--- config.mk ---
export PLATFORM = sky130hd
export DESIGN_NAME = isf_top
export DESIGN_NICKNAME = d
export VERILOG_FILES = /design/src/hdl/isf_pkg.sv /design/src/hdl/isf_top.sv /design/src/hdl/isf_sync3.sv
export SDC_FILE = /design/constraint.sdc
export NUM_CORES = 1
export LEC_CHECK = 0
export ABC_AREA = 1
export BUFFER_PORTS_ARGS = -buffer_cell sky130_fd_sc_hd__buf_4
export CORE_AREA = 3 3 604 606
export DETAILED_ROUTE_END_ITERATION = 10
export DIE_AREA = 0 0 607 609
export GPL_TIMING_DRIVEN = 0
export PLACE_DENSITY = 0.43
export SLEW_MARGIN = 20
export SYNTH_ARGS = -nofsm -noshare
export SYNTH_HDL_FRONTEND = slang
export SYNTH_SLANG_ARGS = --single-unit
export TNS_END_PERCENT = 30
--- constraint.sdc ---
create_clock -name clk -period 7.7 [get_ports clk]
set_input_delay 0.385 -clock clk [delete_from_list [all_inputs] [get_ports clk]]
set_output_delay 0.385 -clock clk [all_outputs]
set_load 0.02 [all_outputs]
--- src/hdl/isf_pkg.sv ---
// Package of constants for the inter-module sync fault handler
package isf_pkg;
	localparam logic [15:0] ERR_NONE      = 16'h0000;
	localparam logic [15:0] ERR_OVERRUN   = 16'h2600;
	localparam logic [15:0] ERR_SKIP      = 16'h2601;
	localparam logic [15:0] ERR_SYNC_LOSS = 16'h2610;
	localparam int CLK_MHZ         = 10;
	localparam int CMD_APPLY_NS    = 5000;
	localparam int WORD_APPLY_NS   = 420;
	localparam int MAX_WORDS       = 30;
	// Apply times in cycles, rounded up as least times
	localparam int CMD_APPLY_CYC   = (CMD_APPLY_NS * CLK_MHZ + 999) / 1000;
	localparam int WORD_APPLY_CYC  = (WORD_APPLY_NS * CLK_MHZ + 999) / 1000;
	localparam int PERIOD_DEF_CYC  = 1000;
	localparam int MARGIN_CYC      = 4;
	localparam int CMD_W           = 16;
	localparam int DATA_W          = 16;
	localparam int CNT_W           = 32;
	localparam int NUM_CNT         = 8;
endpackage : isf_pkg

--- src/hdl/isf_top.sv ---
// Inter-module sync supervision: fault detection, latch and sync output control
//
// Notes on behaviour
// - Refresh spanning cycles raises error 2600H
// - Parameter selects continue or halt on errors
// - Continue mode still latches counts each cycle
// - Completed refresh applied in following cycle
// - Stop mode halts logic on overrun
// - Stop mode still stores host refreshes
// - Partial updates may show during overrun
// - Overrun when period below run plus apply
// - Commands 5us, words 0.42us each, max 30
// - Cycle with no refresh raises 2601H
// - Skip halts logic regardless of mode
// - Refresh after skip applied to state
// - Missing sync pulse raises error 2610H
// - Missing pulse freezes latches and outputs
// - Continue mode resumes updates after pulse returns
// - Stop mode halts logic on sync loss
// - Sync disabled means sync outputs never change
// - Sync outputs show prior cycle result
// - Latches update only at cycle start
`timescale 1ns/1ps
module isf_top #(
	parameter int CMD_W     = isf_pkg::CMD_W,
	parameter int DATA_W    = isf_pkg::DATA_W,
	parameter int CNT_W     = isf_pkg::CNT_W,
	parameter int NUM_CNT   = isf_pkg::NUM_CNT,
	parameter int MAX_WORDS = isf_pkg::MAX_WORDS,
	parameter int OUT_W     = 8
) (
	input  wire logic                       clk,            // 10 MHz module clock
	input  wire logic                       rst_n,          // Async reset, active low
	input  wire logic                       sync_pin,       // Sync pulse from host, async
	input  wire logic                       sync_enable,    // Synchronization selected
	input  wire logic                       stop_on_error,  // 1 stop, 0 continue mode
	input  wire logic [15:0]                period_cyc,     // Expected pulse period
	input  wire logic [5:0]                 words_used,     // Fast-area words assigned
	input  wire logic                       refresh_start,  // Host begins output refresh
	input  wire logic                       refresh_done,   // Host refresh complete, pulse
	input  wire logic [CMD_W-1:0]           general_command_bits, // Commands from host
	input  wire logic [MAX_WORDS*DATA_W-1:0] fast_area_user_data, // Control words from host
	input  wire logic [NUM_CNT*CNT_W-1:0]   live_counts,    // Running counters
	input  wire logic [OUT_W-1:0]           logic_result,   // Hardware logic result
	input  wire logic                       error_clear,    // Clear error and restart, pulse
	output logic [CMD_W-1:0]                applied_cmd,    // Command bits in use
	output logic [MAX_WORDS*DATA_W-1:0]     applied_data,   // Control words in use
	output logic [NUM_CNT*CNT_W-1:0]        latched_count_registers, // Counts at cycle start
	output logic [OUT_W-1:0]                sync_out,       // Sync-aligned outputs
	output logic                            logic_run,      // Hardware logic enabled
	output logic [15:0]                     error_code,     // Latest error code
	output logic                            error_pulse,    // New error, one cycle
	output logic                            apply_too_slow  // Period below apply time
);
	typedef struct packed {
		logic [15:0]                period_cnt;
		logic                       sync_prev;
		logic                       seen_pulse;
		logic                       lost;
		logic                       in_refresh;
		logic                       refresh_seen;
		logic                       pend_apply;
		logic [CMD_W-1:0]           stored_cmd;
		logic [MAX_WORDS*DATA_W-1:0] stored_data;
		logic [CMD_W-1:0]           applied_cmd;
		logic [MAX_WORDS*DATA_W-1:0] applied_data;
		logic [NUM_CNT*CNT_W-1:0]   latch;
		logic [OUT_W-1:0]           prev_result;
		logic [OUT_W-1:0]           sync_out;
		logic                       halted;
		logic [15:0]                err;
		logic                       err_pulse;
	} isf_state_type;
	isf_state_type st, next_st;

	logic sync_lvl;
	logic pulse;
	logic lost_now;
	logic [15:0] apply_cyc;

	// Pin passes the three-stage filter before any edge detection
	isf_sync3 u_sync (
		.clk   (clk),
		.rst_n (rst_n),
		.din   (sync_pin),
		.dout  (sync_lvl)
	);

	assign pulse = sync_enable & sync_lvl & ~st.sync_prev;
	assign lost_now = sync_enable & st.seen_pulse & ~pulse &
		(st.period_cnt >= period_cyc + 16'(isf_pkg::MARGIN_CYC));
	assign apply_cyc = 16'(isf_pkg::CMD_APPLY_CYC) + 16'(words_used) * 16'(isf_pkg::WORD_APPLY_CYC);
	// static overrun hazard flag; actual overrun is observed below
	assign apply_too_slow = sync_enable & (period_cyc < apply_cyc);

	// One state update per clock; overrun, skip and latching decided at pulse edges, loss from the period count
	always_comb begin
		next_st = st;
		next_st.err_pulse = 1'b0;
		next_st.sync_prev = sync_lvl;
		if (st.period_cnt != 16'hFFFF) begin
			next_st.period_cnt = st.period_cnt + 16'h0001;
		end
		// host data always stored, even halted
		if (refresh_start) begin
			next_st.in_refresh = 1'b1;
		end
		if (refresh_done) begin
			next_st.in_refresh = 1'b0;
			next_st.stored_cmd = general_command_bits;
			next_st.stored_data = fast_area_user_data;
			next_st.refresh_seen = 1'b1;
			next_st.pend_apply = 1'b1;
		end
		// Clear comes before the error checks, so an error found in the same cycle is kept
		if (error_clear) begin
			next_st.halted = 1'b0;
			next_st.err = isf_pkg::ERR_NONE;
			next_st.lost = 1'b0;
		end
		if (lost_now && !st.lost) begin
			next_st.lost = 1'b1;
			next_st.err = isf_pkg::ERR_SYNC_LOSS;
			next_st.err_pulse = 1'b1;
			if (stop_on_error) begin
				next_st.halted = 1'b1;
			end
		end
		// no pulse, no latch or output change
		if (pulse) begin
			next_st.period_cnt = 16'h0000;
			next_st.seen_pulse = 1'b1;
			next_st.lost = 1'b0;
			next_st.refresh_seen = refresh_done;
			if (st.seen_pulse && st.in_refresh && !refresh_done) begin
				next_st.err = isf_pkg::ERR_OVERRUN;
				next_st.err_pulse = 1'b1;
				if (stop_on_error) begin
					next_st.halted = 1'b1;
				end
			end else if (st.seen_pulse && !st.refresh_seen && !st.in_refresh) begin
				next_st.err = isf_pkg::ERR_SKIP;
				next_st.err_pulse = 1'b1;
				next_st.halted = 1'b1;
			end
			if (st.pend_apply) begin
				next_st.applied_cmd = st.stored_cmd;
				next_st.applied_data = st.stored_data;
				// A refresh landing on this same edge stays pending for the next start
				next_st.pend_apply = refresh_done;
			end
			// latch at cycle start, may hold partial data
			if (!st.halted) begin
				next_st.latch = live_counts;
				next_st.sync_out = st.prev_result;
				next_st.prev_result = logic_result;
			end
		end
		if (!sync_enable) begin
			next_st.seen_pulse = 1'b0;
			next_st.lost = 1'b0;
		end
	end

	always_ff @(posedge clk or negedge rst_n) begin
		if (!rst_n) begin
			st <= '0;
		end else begin
			st <= next_st;
		end
	end

	assign applied_cmd = st.applied_cmd;
	assign applied_data = st.applied_data;
	assign latched_count_registers = st.latch;
	assign sync_out = st.sync_out;
	assign logic_run = ~st.halted;
	assign error_code = st.err;
	assign error_pulse = st.err_pulse;
endmodule : isf_top

--- src/hdl/isf_sync3.sv ---
// Three-stage synchroniser with agreement filter for one pin
`timescale 1ns/1ps
module isf_sync3 (
	input  wire logic clk,    // Module clock
	input  wire logic rst_n,  // Async reset, active low
	input  wire logic din,    // Asynchronous pin level
	output logic      dout    // Filtered level
);
	typedef struct packed {
		logic s1;
		logic s2;
		logic s3;
		logic q;
	} isf_sync_type;
	isf_sync_type st, next_st;

	// Stage one feeds only stage two; the filter looks at stages two and three
	always_comb begin
		next_st = st;
		next_st.s1 = din;
		next_st.s2 = st.s1;
		next_st.s3 = st.s2;
		if (st.s2 == st.s3) begin
			next_st.q = st.s3;
		end
	end

	always_ff @(posedge clk or negedge rst_n) begin
		if (!rst_n) begin
			st <= '0;
		end else begin
			st <= next_st;
		end
	end

	assign dout = st.q;
endmodule : isf_sync3

## Yosys cells after proc, flatten, opt, wreduce, memory -nomap -nowiden

Cells that the tools add are included.

| word-level totals | value |
|---|---|
| register bits | 1308 |
| latch bits | 0 |
| memory bits (writable) | 0 |
| memory bits (read-only) | 0 |
| input bits | 790 |
| output and inout bits | 779 |
| logic and storage cells | 71 |
| memories kept | 0 |

| cells by class | value |
|---|---|
| add/subtract/negate cells | 3 |
| $mul | 1 |
| div/mod/pow operators | 0 |
| magnitude comparators | 2 |
| eq/ne operators | 4 |
| shifts and indexed selects | 0 |
| multiplexer cells | 17 |
| bitwise operators | 9 |
| reduce and logical (&&, ||, !) cells | 14 |

Operator list:

| cell | count |
|---|---|
| two-way mux 499 bit | 1 |
| two-way mux 18 bit | 4 |
| two-way mux 16 bit | 2 |
| two-way mux 17 bit | 1 |
| adder 16 x 1 -> 16 bit (second input constant) | 1 |
| adder 16 x 3 -> 16 bit (second input constant) | 1 |
| >= comparator 16 bit | 1 |
| < comparator 16 x 10 -> 1 bit | 1 |
| inequality test 16 bit (second input constant) | 1 |
| adder 6 x 9 -> 10 bit (first input constant) | 1 |
| multiplier 6 x 3 -> 9 bit (second input constant) | 1 |
| AND 1 bit | 6 |
| two-way mux 1 bit | 6 |
| two-way mux 2 bit | 3 |
| nonzero test 2 bit | 3 |
| logical AND 1 bit | 5 |
| logical NOT 1 bit | 4 |
| inequality test 4 x 1 -> 1 bit (second input constant) | 1 |
| AND reduction 2 bit | 2 |
| NOT 1 bit | 3 |
| inequality test 2 x 1 -> 1 bit (second input constant) | 1 |
| == test 1 bit | 1 |

## Logic depth before layout (Yosys ltp)

| depth | value |
|---|---|
| depth after elaboration | 10 |
| gate-level depth with buffers | 16 |
| mapped depth without buffers | 15 |

## By module

A second synthesis with hierarchy kept.

| second synthesis, totals | value |
|---|---|
| cells, all modules | 4883 |
| area total of the unflattened synthesis | 55763.5 µm² |

Modules (own cells, without submodules):

| module | times used | cells an instance | area an instance (µm²) | seq. area each (µm²) |
|---|---|---|---|---|
| isf_top | 1 | 4875 | 55647.1 | 32631.3 |
| isf_sync3 | 1 | 8 | 116.4 | 100.1 |

## Worst setup path after synthesis

No wires, ideal clock.

| path | value |
|---|---|
| kind | input-to-output |
| start point | input words_used[1] |
| end point | output apply_too_slow |
| data arrival time | 2.889 ns |
| data required time | 7.315 ns |
| path slack | 4.426 ns |
| cell stages on the path | 14 |
| path buffers | 0 |
| cells stage by stage | ha_1 > inv_1 > fa_1 > inv_1 > ha_1 > a31o_2 > a21oi_1 > o21ai_0 > xnor2_1 > ha_1 > a21oi_1 > o21a_1 > nand2_1 > a21oi_1 |

| on the way | value |
|---|---|
| longest elaborated chain between the ends | 4 |

Ends and longest elaborated chain:

| item | line | source |
|---|---|---|
| start, declared | isf_top.sv:38 | `input wire logic [5:0] words_used,` |
| multiplier 6 x 3 -> 9 bit | isf_top.sv:92 | `assign apply_cyc = 16'(isf_pkg::CMD_APPLY_CYC) + 16'(words_used) * 16'(isf_pkg::WORD_APPLY_CYC);` |
| adder 6 x 9 -> 10 bit | isf_top.sv:92 |  |
| < comparator 16 x 10 -> 1 bit | isf_top.sv:94 | `assign apply_too_slow = sync_enable & (period_cyc < apply_cyc);` |
| AND 1 bit | isf_top.sv:94 |  |
| end, declared | isf_top.sv:53 | `output logic apply_too_slow` |

No other way between the ends.

## Final worst setup path

| path | value |
|---|---|
| start point | input words_used[3] |
| end point | output apply_too_slow |

Same word-level chain as after synthesis.

==> impl_metrics.py <==
metrics = {
    "setup_path": {
        "cp_max_fo": 3,
        "reg2reg_from": "u_sync.dout",
        "startpoint_type": "primary input",
        "cp.arrival_ns": 3.34,
        "worst_r2r_path_depth": 6,
        "r2r-end": "sync_out[7]",
        "endpoint_kind": "primary output",
        "required_ns": 7.32,
        "rrSetupSlack_ns": 4.34,
        "crit_type": "in2out",
    },
    "worst_hold_path": {
        "hold_start": "general_command_bits[5]",
        "worstHoldPathType": "in2reg",
        "holdPathEnd": "st[1271]",
        "hold_depth": 3,
    },
    "sta": {
        "max_slew_margin_pct": 25.67,
        "finalSetupTns_ns": 0,
        "finalHoldViolCount": 0,
        "final-max-slew-violation-count": 0,
        "fmax_ghz": 0.2687,
        "rsz0062_at_grt": "no",
        "fin_crit_sh_pct": 48.33,
        "period_needed_ns": 3.721,
        "final-setup-viol-count": 0,
        "tightest_slew_ns": 1.115,
        "fin_skew_ns": 0.06115,
    },
    "cells_and_area": {
        "finalInstanceArea_um2": 87220,
        "n_fill_cell": 38700,
        "layout-drive-gt1-share_pct": 40.80,
        "nets": 8219,
        "area_growth_pct": 56.47,
    },
    "floorplanning": {
        "die-area_um2": 369700,
        "rows": 220,
        "dieWidth_um": 607,
        "start_util_pct": 15.51,
        "fp.coreArea_um2": 359500,
        "boundaryPins": 1569,
        "fp.dieH_um": 609,
    },
    "synthesis": {
        "synth_seq_cells": 1308,
        "syn-num-nets": 5701,
        "synth_top_area_share_pct": 58.72,
        "synth-edff-count": 0,
        "syn_avg_cell_area_um2": 11.44,
        "synth_area_um2": 55740,
        "yosysSeqAreaShare_pct": 58.72,
        "synthArstFlopShare_pct": 100.0,
        "synthFlopType": "dfrtp_1",
        "synth_warnings": 0,
        "synth_area_leaders": "dfrtp_1 (59%), nand2_1 (11%), buf_4 (10%)",
        "syn_inst": 4873,
        "synth_top_cell_by_area": "dfrtp_1",
        "synth.distinct_cells": 35,
    },
    "routing": {
        "drtIter0Drc": 2209,
        "ant_nets": 0,
        "vias": 43300,
        "wl_mm": 261.4,
        "wire_per_inst_um": 21.19,
        "route.detailed.drc": 0,
        "vias_per_cell": 3.510,
        "first_pass_iters": 5,
    },
    "grt": {
        "grt_pass1_wl_mm": 361.7,
        "grt-ovfl-total": 0,
        "antenna_found_initial": 96,
        "first_global_vias": 46550,
        "track_usage_pct": 13.71,
        "grt_max_degree": 139,
    },
    "place": {
        "portBuffers": 1568,
        "gp_congestion": 0.9187,
        "dpl.hpwl_mm": 213.5,
        "place_area_um2": 73840,
    },
    "pwr": {
        "power.switching_mw": 8.924,
        "vdd_drop_max_v": 0.0001634,
        "comb_power_share_pct": 34.9,
        "pwr-share-clk_pct": 30.1,
        "pwr-share-seq_pct": 35.1,
        "intPower_mw": 17.73,
        "power_density_nw_per_um2": 305.6,
        "sw_frac_of_total_pct": 33.48,
        "p_leak_nw": 42.81,
    },
    "cts": {
        "cts_num_sinks": 1308,
        "cts_buffer_depth": 4,
        "cts-root-buf": "clkbuf_16",
        "cts_tree": "built",
        "post_cts_resized": 0,
        "htreeDepth": 4,
        "clkTransAtPathRegs_ns": 0.06,
        "cts-buffers-inserted": 169,
        "clk-insertion-delay-late_ns": 0.83,
    },
    "job": {
        "maxCapViolations": 0,
    },
    "run_status": {
        "outcome": "finished clean",
    },
}
[flip-flops by register name, summed over array words and instances (netlist names), 2 cells and up]
| signal | cells |
|---|---|
| st | 527 |
| applied_data | 480 |
| latched_count_registers | 256 |
| applied_cmd | 16 |
| error_code | 16 |
| sync_out | 8 |
| u_sync.next_st | 2 |
[cell families (layout without fill, tap and decap cells)]
family                     Yosys count  after routing  share of synthesized area [%]
muxes                              752            752                          15.19
AOI/OAI and AO/OA                   63             63                         0.6128
DFF                               1308           1308                          58.72
xor gates and xnor gates            19             19                         0.2985
other                                0             43                              0
buffers and inverters             1037           3683                          12.95
adders and majority gates           39             39                         0.8979
and+or+nand+nor                   1655           1655                          11.33
[metal layers]
metal | GRT usage [%] | wire [µm] | vias to the layer above | part of all wire [%]
met3 | 3.955 | 19300 | 360 | 7.4
met2 | 24.21 | 131300 | 1325 | 50
met4 | 3.941 | 7688 | 60 | 2.9
met1 | 15.96 | 102800 | 21610 | 39
li1 | - | - | 19940 | -
met5 | 0 | 363 | - | 0.14
[worst max-delay path, stage by stage]
cell     delay (ns)
buf_4          0.11
ha_1           0.13
inv_1          0.04
fa_1           0.47
inv_1          0.04
ha_1           0.33
a31o_2         0.28
a21oi_1        0.14
o21ai_0        0.11
xnor2_1        0.17
ha_1           0.26
a21oi_1        0.17
o21a_1         0.14
nand2_1        0.07
a21oi_1        0.25
buf_4          0.22
[what timing repair did]
action | in CTS | in global routing
hold buffers | 767 | 0
hold endpoints to repair | 1092 | 0
buffers inserted | 0 | 0
[power groups by stage]
stage,Sequential (mW),Combinational (mW),Clock [mW]
final,9.35,9.29,8.01
after global routing,9.54,9.87,8.59
after CTS,9.35,9.52,8.34
after detailed placement,9.46,9.12,0
after global placement,9.41,9.07,0
after floorplan,9.04,5.05,0
[cells in the mapped netlist (3+ instances only)]
master / count
inv_1: 61
mux2_2: 346
mux2_1: 406
nand4_1: 9
clkbuf_1: 105
buf_6: 48
buf_1: 13
nand2_1: 1565
nand3_1: 21
ha_1: 36
a21oi_1: 26
xor2_1: 9
dfrtp_1: 1308
xnor2_1: 10
nor4_1: 3
buf_4: 776
a31oi_1: 3
o21ai_0: 27
nor2_1: 42
nor3_1: 10
buf_2: 32
[per-stage QoR]
| stage | utilization (%) | std cells | worst slack, ns | hold slack, ns | total power, mW |
|---|---|---|---|---|---|
| after CTS | 24.23 | 12290 | 3.960 | 0.005920 | 27.21 |
| after global placement | 20.44 | 11210 | -10.97 | 0.3428 | 18.48 |
| after global routing | 24.25 | 12310 | 3.739 | 0.06076 | 28.01 |
| after detailed placement | 20.54 | 11230 | 3.902 | 0.2726 | 18.58 |
| final | 24.26 | 12340 | 3.979 | 0.02807 | 26.66 |
| after floorplan | - | 4873 | 4.426 | 0.08941 | 14.09 |
[layout make-up]
cell class / count / area [µm²] / share of cell area, %
Antenna cell: 43 / 107.6 / 0.1234
Buffer: 975 / 7002 / 8.028
Clock buffer: 245 / 4967 / 5.695
Clock inverter: 54 / 628.1 / 0.7202
Inverter: 62 / 232.7 / 0.2668
Multi-Input combinational cell: 2528 / 15790 / 18.11
Sequential cell: 1308 / 32730 / 37.53
Tap cell: 4773 / 5972 / 6.847
Timing Repair Buffer: 2347 / 19780 / 22.68
[cell usage in the layout (no fill, tap or decap), types with 10 or more instances in the layout]
cell,count
buf_4,2343
nand2_1,1565
dfrtp_1,1308
dlygate4sd3_1,767
mux2_1,406
mux2_2,346
clkbuf_16,171
clkbuf_1,127
inv_1,61
buf_6,48
diode_2,43
nor2_1,42
clkbuf_8,41
ha_1,36
buf_2,33
o21ai_0,27
a21oi_1,26
clkinv_2,25
nand3_1,21
buf_1,12
buf_16,11
xnor2_1,10
nor3_1,10
clkbuf_2,10
[how the worst max path moves through the flow]
stage / startpoint / depth (start not counted) / end / slack (ns)
after floorplan: words_used[1] / 14 / apply_too_slow / 4.43
after global placement: rst_n / 1 / latched_count_registers[231] / -10.97
after detailed placement: rst_n / 6 / latched_count_registers[228] / 3.90
after CTS: words_used[3] / 16 / apply_too_slow / 3.96
after global routing: words_used[3] / 16 / apply_too_slow / 3.74
final: words_used[3] / 16 / apply_too_slow / 3.98
No activity file was read; power rests on OpenSTA's default activity.
